## src/rtl/word_match_trigger_map.vh

```
// Purpose: Constants for the word-match trigger and resolution control
// Assumes: 16-bit probed word, 20 MHz ref_clk
// Notes:   Offsets are word indices on the plain register port
`ifndef WORD_MATCH_TRIGGER_MAP_VH
`define WORD_MATCH_TRIGGER_MAP_VH

// ----------------------------------------
// Register offsets
// ----------------------------------------
`define OFS_CTRL      4'h0
`define OFS_WORD      4'h1
`define OFS_CARE      4'h2
`define OFS_QUAL      4'h3
`define OFS_WR_STATUS 4'h4
`define OFS_AMBIG     4'h5
`define OFS_MEAS      4'h6
`define OFS_MEAS_RDY  4'h7
`define OFS_EVT       4'h8
`define OFS_EVT_MASK  4'h9
`define OFS_OPT_CMD   4'ha

// ----------------------------------------
// Control field positions
// ----------------------------------------
`define CTRL_RADIX_LSB 0
`define CTRL_CLK_LSB   2
`define CTRL_TRIG_B    4
`define CTRL_LOGIC_EN  5
`define CTRL_RES_LSB   6
`define CTRL_TB_LSB    8
`define CTRL_AUTO_LEVEL_TRIGGER_MODE  10
`define CTRL_RESET     16'h0000

// Radix, clock mode, resolution, timebase codes
`define RADIX_BIN  2'h0
`define RADIX_OCT  2'h1
`define RADIX_HEX  2'h2
`define CLK_RISE   2'h0
`define CLK_FALL   2'h1
`define CLK_ASYNC  2'h2
`define RES_AUTO   2'h0
`define RES_1NS    2'h1
`define RES_100PS  2'h2
`define RES_10PS   2'h3
`define TB_FAST    2'h0
`define TB_MID     2'h1
`define TB_SLOW    2'h2
`define TB_COARSE  2'h3

// Event bits
`define EVT_MATCH  0
`define EVT_UPDATE 1
`define EVT_SRQ    2
`define EVT_MENU   3
`define EVT_W      4

// Option command codes
`define OPT_CTT 2'h0
`define OPT_WR  2'h1

// ----------------------------------------
// Timing and sweep counts
// ----------------------------------------
`define CLK_HZ          20000000
`define AUTO_PERIOD_MS  500
`define AUTO_CYCLES     ((`CLK_HZ / 1000) * `AUTO_PERIOD_MS)
`define SWEEPS_1E6      1000001
`define SWEEPS_1E4      10001
`define SWEEPS_100      32'd101
`define SWEEPS_1        32'd2

`endif

```

## src/rtl/word_match_trigger_ctrl.v

```verilog
// Purpose: Word-pattern trigger and precision-measurement resolution control
// Assumes: Probe pins asynchronous to ref_clk; measurement samples on ref_clk
// Notes:   Long counts are parameters so simulation can shorten them
//
// The register addresses and strobed register access are this design's own decisions.

`include "word_match_trigger_map.vh"

// Summary of operation
// Capture probed word on rising, falling clock edge, or continuously.
// Match output high while configured word is recognised, low otherwise.
// Match output keeps working once word defined, even when unused.
// Match follows selected clock edge, or input coincidence when clockless.
// Binary, octal and hexadecimal radices are selectable for the word.
// Octal or hex digits partly don't-care are flagged as ambiguous.
// Status shows trigger sweep, clock mode, qualifier, word in radix.
// Auto-level mode cancels logic trigger unless B sweep uses matcher.
// Resolutions: automatic, 1 ns, 100 ps and 10 ps.
// Auto updates at slower of half second or sample arrival.
// Fixed resolution updates only after enough sweeps accumulate.
// Sweep count depends on resolution and timebase, e.g. over 100.
// Command naming an unfitted option raises a service-request error.
// Setting reads return settings; measurements only via send register.
// Don't-care bits always match; others, qualifier too, are compared.
module word_match_trigger_ctrl #(
  parameter WR_FITTED = 1,
  parameter CTT_FITTED = 1,
  parameter AUTO_CYCLES = `AUTO_CYCLES,
  parameter SWEEPS_1E6 = `SWEEPS_1E6,
  parameter SWEEPS_1E4 = `SWEEPS_1E4
) (
  input wire ref_clk,
  input wire rst_n,
  input wire [3:0] addr,
  input wire [15:0] wdata,
  input wire wr_stb,
  input wire rd_stb,
  output reg [15:0] rdata,
  input wire probe_clk,
  input wire [15:0] probe_word,
  input wire probe_qual,
  input wire sweep_done,
  input wire meas_valid,
  input wire [15:0] meas_value,
  output reg word_match_r,
  output reg trig_a_r,
  output reg trig_b_r,
  output wire irq
);

  // ----------------------------------------
  // Functions
  // ----------------------------------------
  function mixed;
    input [3:0] bits;
    input [3:0] width_mask;
    begin
      mixed = ((bits & width_mask) != 4'h0) && ((bits & width_mask) != width_mask);
    end
  endfunction

  function [31:0] sweeps_needed;
    input [1:0] res;
    input [1:0] tb;
    begin
      if (tb == `TB_FAST && res == `RES_10PS) begin
        sweeps_needed = SWEEPS_1E6;
      end else if (tb == `TB_FAST && res == `RES_100PS) begin
        sweeps_needed = SWEEPS_1E4;
      end else if (tb == `TB_MID && res != `RES_1NS) begin
        sweeps_needed = SWEEPS_1E4;
      end else if (tb == `TB_COARSE) begin
        sweeps_needed = `SWEEPS_1;
      end else begin
        sweeps_needed = `SWEEPS_100;
      end
    end
  endfunction

  // ----------------------------------------
  // Configuration registers
  // ----------------------------------------
  reg [15:0] ctrl_r;
  reg [15:0] word_r;
  reg [15:0] care_r;
  reg [1:0] qual_cfg_r;
  reg word_defined_r;
  reg [`EVT_W-1:0] evt_r;
  reg [`EVT_W-1:0] evt_nxt;
  reg [`EVT_W-1:0] mask_r;
  reg [15:0] meas_r;
  reg meas_rdy_r;

  wire [1:0] radix = ctrl_r[`CTRL_RADIX_LSB+1:`CTRL_RADIX_LSB];
  wire [1:0] clk_mode = ctrl_r[`CTRL_CLK_LSB+1:`CTRL_CLK_LSB];
  wire trig_b_sel = ctrl_r[`CTRL_TRIG_B];
  wire logic_en = ctrl_r[`CTRL_LOGIC_EN];
  wire [1:0] res_sel = ctrl_r[`CTRL_RES_LSB+1:`CTRL_RES_LSB];
  wire [1:0] tb_sel = ctrl_r[`CTRL_TB_LSB+1:`CTRL_TB_LSB];

  wire wr_ctrl = wr_stb && addr == `OFS_CTRL;
  wire wr_word = wr_stb && addr == `OFS_WORD;
  wire wr_care = wr_stb && addr == `OFS_CARE;
  wire wr_qual = wr_stb && addr == `OFS_QUAL;
  wire wr_opt = wr_stb && addr == `OFS_OPT_CMD;
  wire rd_meas = rd_stb && addr == `OFS_MEAS;

  // Matcher writes on a build without it are refused and flagged
  wire wr_matcher = wr_word || wr_care || wr_qual;
  wire opt_missing = wr_opt &&
    ((wdata[1:0] == `OPT_WR && WR_FITTED == 0) ||
     (wdata[1:0] == `OPT_CTT && CTT_FITTED == 0));
  wire srq_err = opt_missing || (wr_matcher && WR_FITTED == 0);

  // Auto-level request drops the logic trigger unless B sweep is on the matcher
  wire auto_level_trigger_mode = wr_ctrl && wdata[`CTRL_AUTO_LEVEL_TRIGGER_MODE];
  wire keep_logic = trig_b_sel && logic_en;
  wire cancel_logic = auto_level_trigger_mode && logic_en && !keep_logic;

  always @(posedge ref_clk) begin
    if (!rst_n) begin
      ctrl_r <= `CTRL_RESET;
      word_r <= 16'h0000;
      care_r <= 16'h0000;
      qual_cfg_r <= 2'h0;
      word_defined_r <= 1'b0;
      mask_r <= {`EVT_W{1'b0}};
    end else begin
      if (wr_ctrl) begin
        // Auto-level bit is an action, never stored
        ctrl_r <= {5'h00, wdata[10:0] & 11'h3ff};
        if (cancel_logic) begin
          ctrl_r[`CTRL_LOGIC_EN] <= 1'b0;
        end
      end
      if (WR_FITTED != 0) begin
        if (wr_word) begin
          word_r <= wdata;
          word_defined_r <= 1'b1;
        end
        if (wr_care) begin
          care_r <= wdata;
        end
        if (wr_qual) begin
          qual_cfg_r <= wdata[1:0];
        end
      end
      if (wr_stb && addr == `OFS_EVT_MASK) begin
        mask_r <= wdata[`EVT_W-1:0];
      end
    end
  end

  // ----------------------------------------
  // Probe synchronisers
  // ----------------------------------------
  // Three stages; value accepted only once stages two and three agree
  reg [17:0] s1_r;
  reg [17:0] s2_r;
  reg [17:0] s3_r;
  reg [17:0] filt_r;
  reg pclk_prev_r;

  always @(posedge ref_clk) begin
    if (!rst_n) begin
      s1_r <= 18'h00000;
      s2_r <= 18'h00000;
      s3_r <= 18'h00000;
      filt_r <= 18'h00000;
      pclk_prev_r <= 1'b0;
    end else begin
      s1_r <= {probe_clk, probe_qual, probe_word};
      s2_r <= s1_r;
      s3_r <= s2_r;
      filt_r <= (s2_r & s3_r) | (filt_r & (s2_r | s3_r));
      pclk_prev_r <= filt_r[17];
    end
  end

  wire pclk = filt_r[17];
  wire rise = pclk && !pclk_prev_r;
  wire fall = !pclk && pclk_prev_r;

  reg sample;
  always @* begin
    case (clk_mode)
      `CLK_RISE: sample = rise;
      `CLK_FALL: sample = fall;
      `CLK_ASYNC: sample = 1'b1;
      default: sample = 1'b0;
    endcase
  end

  // ----------------------------------------
  // Matcher
  // ----------------------------------------
  wire hit;

  word_compare u_cmp (
    .ref_clk(ref_clk),
    .rst_n(rst_n),
    .sample(sample),
    .data(filt_r[15:0]),
    .qual(filt_r[16]),
    .target(word_r),
    .care(care_r),
    .qual_level(qual_cfg_r[0]),
    .qual_care(qual_cfg_r[1]),
    .hit_r(hit)
  );

  // Fixed latency: edge detect plus compare plus output stage.
  // Independent of logic_en so the output stays live when unused.
  wire match_rise = hit && word_defined_r && !word_match_r;

  always @(posedge ref_clk) begin
    if (!rst_n) begin
      word_match_r <= 1'b0;
      trig_a_r <= 1'b0;
      trig_b_r <= 1'b0;
    end else begin
      word_match_r <= hit && word_defined_r;
      trig_a_r <= match_rise && logic_en && !trig_b_sel;
      trig_b_r <= match_rise && logic_en && trig_b_sel;
    end
  end

  // ----------------------------------------
  // Display helpers
  // ----------------------------------------
  // Octal needs six digits for sixteen bits; top digit holds one bit
  reg [5:0] ambig;
  always @* begin
    case (radix)
      `RADIX_HEX: ambig = {2'h0,
        mixed(care_r[15:12], 4'hf), mixed(care_r[11:8], 4'hf),
        mixed(care_r[7:4], 4'hf), mixed(care_r[3:0], 4'hf)};
      `RADIX_OCT: ambig = {1'b0,
        mixed({1'b0, care_r[14:12]}, 4'h7),
        mixed({1'b0, care_r[11:9]}, 4'h7),
        mixed({1'b0, care_r[8:6]}, 4'h7),
        mixed({1'b0, care_r[5:3]}, 4'h7),
        mixed({1'b0, care_r[2:0]}, 4'h7)};
      default: ambig = 6'h00;
    endcase
  end

  // ----------------------------------------
  // Resolution and update pacing
  // ----------------------------------------
  reg [31:0] sweep_cnt_r;
  reg [31:0] auto_cnt_r;
  reg half_sec_r;
  reg sample_seen_r;
  reg [15:0] last_meas_r;
  reg sweep_prev_r;

  wire sweep_evt = sweep_done && !sweep_prev_r;
  wire [31:0] need = sweeps_needed(res_sel, tb_sel);
  wire auto_mode = res_sel == `RES_AUTO;
  wire auto_tick = auto_cnt_r == AUTO_CYCLES - 1;
  wire half_done = half_sec_r || auto_tick;
  wire got_sample = sample_seen_r || meas_valid;
  // Slower of the two: both must have happened
  wire auto_upd = auto_mode && half_done && got_sample;
  wire fix_upd = !auto_mode && sweep_evt && sweep_cnt_r + 32'd1 >= need;
  wire update = auto_upd || fix_upd;

  always @(posedge ref_clk) begin
    if (!rst_n) begin
      sweep_cnt_r <= 32'd0;
      auto_cnt_r <= 32'd0;
      half_sec_r <= 1'b0;
      sample_seen_r <= 1'b0;
      last_meas_r <= 16'h0000;
      sweep_prev_r <= 1'b0;
      meas_r <= 16'h0000;
      meas_rdy_r <= 1'b0;
    end else begin
      sweep_prev_r <= sweep_done;
      if (meas_valid) begin
        last_meas_r <= meas_value;
      end
      if (wr_ctrl || update) begin
        // New setting restarts accumulation
        sweep_cnt_r <= 32'd0;
        auto_cnt_r <= 32'd0;
        half_sec_r <= 1'b0;
        sample_seen_r <= 1'b0;
      end else begin
        if (sweep_evt) begin
          sweep_cnt_r <= sweep_cnt_r + 32'd1;
        end
        auto_cnt_r <= auto_tick ? 32'd0 : auto_cnt_r + 32'd1;
        half_sec_r <= half_done;
        sample_seen_r <= got_sample;
      end
      if (update) begin
        meas_r <= meas_valid ? meas_value : last_meas_r;
      end
      // Each result is sent once; fresh update wins over read
      if (update) begin
        meas_rdy_r <= 1'b1;
      end else if (rd_meas) begin
        meas_rdy_r <= 1'b0;
      end
    end
  end

  // ----------------------------------------
  // Events and interrupt
  // ----------------------------------------
  always @* begin
    evt_nxt = evt_r;
    if (wr_stb && addr == `OFS_EVT) begin
      evt_nxt = evt_nxt & ~wdata[`EVT_W-1:0];
    end
    // Set after clear so a coincident event is kept
    if (match_rise) evt_nxt[`EVT_MATCH] = 1'b1;
    if (update) evt_nxt[`EVT_UPDATE] = 1'b1;
    if (srq_err) evt_nxt[`EVT_SRQ] = 1'b1;
    if (cancel_logic) evt_nxt[`EVT_MENU] = 1'b1;
  end

  always @(posedge ref_clk) begin
    if (!rst_n) begin
      evt_r <= {`EVT_W{1'b0}};
    end else begin
      evt_r <= evt_nxt;
    end
  end

  assign irq = |(evt_r & mask_r);

  // ----------------------------------------
  // Read port
  // ----------------------------------------
  always @(posedge ref_clk) begin
    if (!rst_n) begin
      rdata <= 16'h0000;
    end else if (rd_stb) begin
      case (addr)
        `OFS_CTRL: rdata <= ctrl_r;
        `OFS_WORD: rdata <= word_r;
        `OFS_CARE: rdata <= care_r;
        `OFS_QUAL: rdata <= {14'h0000, qual_cfg_r};
        `OFS_WR_STATUS: rdata <= {9'h000, radix, qual_cfg_r[0],
          clk_mode, trig_b_sel, word_defined_r};
        `OFS_AMBIG: rdata <= {10'h000, ambig};
        `OFS_MEAS: rdata <= meas_r;
        `OFS_MEAS_RDY: rdata <= {15'h0000, meas_rdy_r};
        `OFS_EVT: rdata <= {12'h000, evt_r};
        `OFS_EVT_MASK: rdata <= {12'h000, mask_r};
        default: rdata <= 16'h0000;
      endcase
    end else begin
      rdata <= 16'h0000;
    end
  end

endmodule // word_match_trigger_ctrl

```

## src/rtl/word_compare.v

```verilog
// Purpose: Masked comparison of the probed word and qualifier
// Assumes: Inputs already synchronised to ref_clk
// Notes:   Result is registered, one cycle after the sample strobe

module word_compare (
  input wire ref_clk,
  input wire rst_n,
  input wire sample,
  input wire [15:0] data,
  input wire qual,
  input wire [15:0] target,
  input wire [15:0] care,
  input wire qual_level,
  input wire qual_care,
  output reg hit_r
);

  // Cleared care bits never take part
  wire word_ok = ((data ^ target) & care) == 16'h0000;
  wire qual_ok = !qual_care || (qual == qual_level);

  always @(posedge ref_clk) begin
    if (!rst_n) begin
      hit_r <= 1'b0;
    end else if (sample) begin
      hit_r <= word_ok && qual_ok;
    end
  end

endmodule // word_compare

```

## config.mk

```make
export PLATFORM = sky130hd
export DESIGN_NAME = word_match_trigger_ctrl
export DESIGN_NICKNAME = d
export VERILOG_FILES = /design/src/rtl/word_match_trigger_ctrl.v /design/src/rtl/word_compare.v
export VERILOG_INCLUDE_DIRS = /design/src /design/src/rtl
export SDC_FILE = /design/constraint.sdc
export NUM_CORES = 1
export LEC_CHECK = 0
export BUFFER_PORTS_ARGS = -buffer_cell sky130_fd_sc_hd__buf_2
export CAP_MARGIN = 15
export CORE_UTILIZATION = 40
export DETAILED_ROUTE_END_ITERATION = 8
export PLACE_DENSITY_LB_ADDON = 0.12
export SYNTH_ARGS = -nofsm -noshare
export SYNTH_HDL_FRONTEND = slang
export SYNTH_SLANG_ARGS = --single-unit
export TNS_END_PERCENT = 1
```

## constraint.sdc

```tcl
create_clock -name ref_clk -period 4.17 [get_ports ref_clk]
set_input_delay 0.834 -clock ref_clk [delete_from_list [all_inputs] [get_ports ref_clk]]
set_output_delay 0.834 -clock ref_clk [all_outputs]
set_load 0.005 [all_outputs]
```

==> reports/results.tsv, run 1 <==
stage	metric	value	unit
synthesis	syn-num-nets	1287	
cells_and_area	seqCellArea	0.00493	sq mm
timing	fin_crit_sh	91.0	%
drt	vias	8611	
critical_path	path_class	flip-flop to flip-flop	
timing	max_slew.worst_pin.slew	0.731	ns
power	worst_ir_drop_vdd	0.000327	V
die	rows	60	
grt	antenna_found_initial	0	
place	gp_congestion	0.880	
grt	grt_pass1_vias	8199	
synthesis	ys.flop_type	dfxtp_1	
synthesis	syn_avg_cell_area	9.25	sq um
timing	fin_crit	3.79	ns
synthesis	synth.distinct_cells	66	
die	die_y	169	um
die	dieArea	0.0286	sq mm
place	dp_hpwl	19200	um
grt	grt-ovfl-total	0	
cells_and_area	fin_nets	1359	
cells_and_area	drive_gt1_share	17.3	%
synthesis	synth-seq-cells	246	
timing	final_hold_viol_count	0	
clocking	cts_root_buffer	clkbuf_16	
die	ios	80	
synthesis	synth_mux_area_share	3.67	%
critical_path	required	4.60	ns
cells_and_area	final_common_cell	dfxtp_1	
die	dieWidth	169	um
grt	grt_usage	19.3	%
timing	rsz0062_at_grt	no	
critical_path	setup.worst_path.start_class	flip-flop	
cells_and_area	areaGrowthSynthToFinish	16.2	%
synthesis	synth_top_area_cell	dfxtp_1	
die	initial_core_util	41.1	%
synthesis	synth_top_family_by_area	simple AND/OR/NAND/NOR gates	
clocking	clk_latency	0.57	ns
synthesis	synth_fa_ha_area_share	2.22	%
critical_path	cp-end-kind	flip-flop	
run_status	status	finished clean	
clocking	path_clk_slew	0.06	ns
clocking	clockBufferDepth	3	
critical_path	crit_arrival	4.22	ns
drt	vias_per_cell	5.16	
timing	slew_violations	0	
synthesis	synth.area.top_cells	dfxtp_1 (44%), nand2_1 (5.5%), nor3_2 (5.4%)	
timing	final.setup.tns	0	ns
cells_and_area	mostFrequentLayoutCells	dfxtp_1 (245), nand2_1 (164), and2_1 (78), buf_2 (78), a21boi_0 (65)	
worst_hold_path	hold_depth	1	
cells_and_area	diodes	0	
synthesis	synth_warnings	0	
power	power.density	385	mW/mm^2
power	p_leak	0.00493	uW
clocking	cts_tree	yes	
timing	max_clock_freq	264	MHz
place	place.port_buffers	79	
synthesis	synth-edff-count	0	
drt	ant_nets	0	
drt	firstDrtPassIters	8	
drt	route.detailed.drc	0	
critical_path	path_max_fanout	14	
grt	grt_pass1_wl	44300	um
synthesis	syn_area	0.0112	sq mm
timing	slew_headroom	51.2	%
clocking	h-tree-depth	1	
synthesis	synthXorXnorAreaFrac	7.45	%
cells_and_area	multi_input_area	0.00593	sq mm
timing	skew	0.0327	ns
synthesis	synth_top_area_share	44.1	%
timing	setup_viol	0	
clocking	cts_buffers	28	
synthesis	async_reset_ff_share	0	%
synthesis	yosys.area_share.simple	27.1	%
synthesis	ys_seq_area_share	44.1	%
flow_run	drv_cap	0	
grt	grt_max_degree	90	
worst_hold_path	hold_path.class	flip-flop to flip-flop	
drt	drt_first_iter_violations	568	
synthesis	synth-compound-area-share	12.2	%
synthesis	syn-instance-count	1208	
drt	wl_per_cell	16.4	um
cells_and_area	fill_cells	2676	
clocking	clock_sinks	246	
die	core_area	0.0272	sq mm
critical_path	r2r_cells	16	
timing	worst_hold_slack	0.431	ns
drt	wirelength	27400	um
-- metrics by stage --
step / setup slack (ns) / utilization [%] / std cells / cell area (sq um) / power, uW
after floorplan: 0.756 / - / 1208 / 11200 / 2590
after global placement: 0.278 / 44.1 / 1616 / 12000 / 2680
after detailed placement: 0.155 / 44.1 / 1616 / 12000 / 2680
after CTS: 0.146 / 47.4 / 1664 / 12900 / 5070
after global routing: 0.0467 / 47.8 / 1670 / 13000 / 5200
final: 0.376 / 47.8 / 1670 / 13000 / 5000
-- report_power, final --
group / switching, uW / internal (uW)
Sequential: 24.7 / 2390
Clock: 972 / 1400
Combinational: 127 / 81.7
Total: 1120 / 3880
-- layer usage --
| metal | up-vias | GRT usage, % | wire [um] |
|---|---|---|---|
| met5 | - | 0 | 0 |
| met4 | 0 | 5.48 | 671 |
| met3 | 45 | 2.74 | 932 |
| met2 | 159 | 32.6 | 12900 |
| met1 | 4037 | 25.5 | 12900 |
| li1 | 4370 | - | - |
-- critical path: stages (launching register included) --
cell      delay, ns
dfxtp_1        0.39
ha_2           0.23
and3_1         0.22
nand2_1        0.13
nor2_1         0.17
nand3_1        0.18
nor2_1         0.17
xor2_1         0.08
ha_1           0.28
nand4_1        0.14
nor2_2         0.21
nand4_1        0.12
a311oi_1       0.29
nor3_1         0.13
a41oi_4        0.36
buf_12         0.22
mux2_1         0.33
-- sequential cells by signal, summed over array words and instances, names as in the netlist, 2 cells and up --
name,cells
auto_cnt_r,32
sweep_cnt_r,32
filt_r,18
s1_r,18
s2_r,18
s3_r,18
care_r,16
last_meas_r,16
meas_r,16
rdata,16
word_r,16
ctrl_r,10
evt_r,4
mask_r,4
qual_cfg_r,2
-- path summary, 6_finish.rpt --
kind                       start   endpoint  slack, ns
hold / removal          s1_r[14]   s2_r[14]       0.43
setup reg to reg  sweep_cnt_r[1]  meas_r[9]       0.38
setup / recovery  sweep_cnt_r[1]  meas_r[9]       0.38
hold reg to reg         s1_r[14]   s2_r[14]       0.43
-- logic make-up after synthesis --
kind of cell / count (synthesis)
DFF: 246
muxes: 39
adders and majority gates: 20
and+or+nand+nor: 540
AOI/OAI and AO/OA: 188
xor gates and xnor gates: 95
buffers and inverters: 80
-- synthesized netlist by cell type, types with 4 or more instances --
cell type,instances
and3_1,16
nor2_1,54
nand2b_1,7
o21ai_0,31
nor3_2,60
a21boi_0,65
buf_2,8
mux2i_1,23
a222oi_1,10
nand3_1,45
nor2b_1,29
nor4_1,10
nor3_1,23
ha_1,19
or3_1,5
xor2_1,52
a31oi_1,4
xnor2_1,43
nand2_1,165
clkbuf_1,53
inv_1,11
a21oi_1,23
a22oi_1,18
dfxtp_1,246
and2_1,78
buf_6,6
and4_1,6
mux2_1,16
nand4_1,24
-- area by class of cell --
| type | instances | area share (%) |
|---|---|---|
| multi-input cells | 882 | 45.7 |
| flip-flops and latches | 246 | 38.0 |
| clock buffers | 43 | 6.30 |
| repair buffers | 111 | 5.53 |
| well taps | 372 | 3.59 |
| clock inverters | 5 | 0.578 |
| inverters | 11 | 0.318 |
-- what timing repair did --
action,CTS,global route
endpoints found under the setup margin,0,76
setup buffers,0,5
endpoints found under the hold margin,0,0
resized for setup,0,5
hold buffers,0,0
No activity file was read; power rests on OpenSTA's default activity.
==> run 2: changes to the inputs <==
--- a/config.mk
+++ b/config.mk
@@ -8,7 +8,7 @@
 export LEC_CHECK = 0
 export BUFFER_PORTS_ARGS = -buffer_cell sky130_fd_sc_hd__buf_2
 export CAP_MARGIN = 15
-export CORE_UTILIZATION = 40
+export CORE_UTILIZATION = 48
 export DETAILED_ROUTE_END_ITERATION = 8
 export PLACE_DENSITY_LB_ADDON = 0.12
 export SYNTH_ARGS = -nofsm -noshare
==> reports/results.tsv, run 2 (same netlist as run 1, synthesis figures left out) <==
stage	metric	value	unit
clocking	clk_latency	0.55	ns
place	place.port_buffers	79	
drt	drt_first_iter_violations	470	
cells_and_area	final_area	0.0127	sq mm
worst_hold_path	hold_depth	1	
clocking	clockBufferDepth	3	
critical_path	path_max_fanout	57	
clocking	cts_tree	yes	
die	rows	55	
timing	slew_violations	0	
power	switchingPower	1080	uW
critical_path	cp-end-kind	flip-flop	
clocking	postCtsHoldBufs	0	
critical_path	path_class	flip-flop to flip-flop	
drt	wl_per_cell	16.6	um
timing	setup_viol	0	
die	initial_core_util	49.2	%
drt	ant_nets	0	
grt	grt_pass1_wl	41500	um
drt	firstDrtPassIters	6	
power	worst_ir_drop_vdd	0.000442	V
cells_and_area	reg_top3	auto_cnt_r x32, sweep_cnt_r x32	
timing	fin_crit	3.87	ns
timing	skew	0.0309	ns
grt	grt_pass1_vias	7808	
critical_path	crit_arrival	4.28	ns
power	p_int	3840	uW
clocking	path_clk_slew	0.06	ns
timing	max_clock_freq	258	MHz
timing	final.setup.tns	0	ns
power	p_seq_share	49.2	%
cells_and_area	drive_gt1_share	16.3	%
place	gp_congestion	0.917	
place	placed_area	0.0118	sq mm
clocking	clock_sinks	246	
cells_and_area	final_cells	1569	
clocking	h-tree-depth	1	
place	dp_hpwl	18300	um
cells_and_area	fin_nets	1347	
clocking	cts_root_buffer	clkbuf_16	
grt	grt_usage	21.7	%
drt	route.detailed.drc	0	
grt	antenna_found_initial	0	
die	dieArea	0.0239	sq mm
timing	max_slew.worst_pin.slew	0.947	ns
power	power.density	387	mW/mm^2
critical_path	r2r_setup_slack	0.30	ns
worst_hold_path	hold_start	s1_r[0]	
power	switching_share	21.9	%
drt	vias	8527	
drt	wirelength	26000	um
grt	grt-ovfl-total	0	
critical_path	worst_r2r_startpoint	sweep_cnt_r[0]	
power	p_leak	0.00485	uW
die	core_area	0.0227	sq mm
power	pwr-share-clk	46.6	%
critical_path	r2r-end	meas_r[7]	
timing	rsz0062_at_grt	no	
run_status	status	finished clean	
die	die_y	155	um
worst_hold_path	hold_path.class	flip-flop to flip-flop	
critical_path	r2r_cells	16	
worst_hold_path	hold_path_end	s2_r[0]	
grt	grt_max_degree	125	
flow_run	drv_cap	0	
cells_and_area	diodes	0	
cells_and_area	final_common_cell	dfxtp_1	
timing	final_hold_viol_count	0	
drt	vias_per_cell	5.43	
critical_path	setup.worst_path.start_class	flip-flop	
critical_path	required	4.58	ns
cells_and_area	areaGrowthSynthToFinish	13.7	%
cells_and_area	fill_cells	2054	
place	placed_cells	1525	
power	pwr-share-comb	4.2	%
die	ios	80	
timing	slew_headroom	36.9	%
timing	fin_crit_sh	92.9	%
die	dieWidth	155	um
clocking	cts_buffers	26	
cells_and_area	mostFrequentLayoutCells	dfxtp_1 (246), nand2_1 (164), and2_1 (78), buf_2 (78), a21boi_0 (65)	
==> run 2: worst max-delay path, cell delays in order, from the launching register on <==
cell and delay, ns:
dfxtp_1 0.43, ha_1 0.25, and3_1 0.23, nand2_1 0.14, nor2_1 0.17, nand3_1 0.17
nor2_1 0.17, xor2_1 0.08, ha_1 0.28, nand4_1 0.11, nor2_1 0.24, nand4_1 0.13
a311oi_1 0.27, nor3_1 0.13, a41oi_4 0.20, buf_12 0.33, mux2_1 0.37
==> run 2: final cells by class <==
type                       count  area (sq um)  share of cell area [%]
inverter                      11          41.3                   0.325
multi-input combinational    882          5920                    46.6
timing repair buffer         101           601                    4.73
tap                          285           357                    2.81
clock inverter                10           150                    1.18
clock buffer                  34           701                    5.52
sequential                   246          4920                    38.8
==> run 2: how the worst max path moves through the flow <==
stage	start	endpoint	cells after the start
5_1_grt	sweep_cnt_r[0]	meas_r[7]	16
4_1_cts	sweep_cnt_r[3]	sweep_cnt_r[3]	15
3_3_place_gp	sweep_cnt_r[3]	auto_cnt_r[19]	15
6_report	sweep_cnt_r[0]	meas_r[7]	16
2_1_floorplan	sweep_cnt_r[4]	meas_r[10]	14
3_5_place_dp	sweep_cnt_r[3]	sweep_cnt_r[3]	15
==> run 2: power by group through the flow <==
stage                     logic, uW  clock network (uW)  registers (uW)
after floorplan                 131                   0            2460
after global placement          208                   0            2470
after detailed placement        209                   0            2470
after CTS                       209                2350            2420
after global routing            228                2450            2420
final                           208                2290            2420
==> run 2: metrics by stage <==
step           hold WS, ns  utilization, %  total power, uW  worst slack [ns]
2_1_floorplan        0.412               -             2590             0.756
3_3_place_gp         0.414            52.1             2680             0.375
3_5_place_dp         0.417            52.1             2680             0.338
4_1_cts              0.428            55.9             4980             0.298
5_1_grt              0.431            55.9             5100            0.0359
6_report             0.427            55.9             4920             0.295
==> run 2: layer usage <==
metal / global-route usage, % / up-vias / share of wire [%]
li1: - / 4323 / -
met1: 29.3 / 3981 / 47
met2: 35.7 / 186 / 46
met3: 3.14 / 37 / 4.4
met4: 6.69 / 0 / 2.5
met5: 0 / - / 0
==> run 2: what timing repair did <==
item / in CTS / in global routing
buffers inserted: 0 / 0
resized for setup: 0 / 1
setup endpoints to repair: 0 / 23
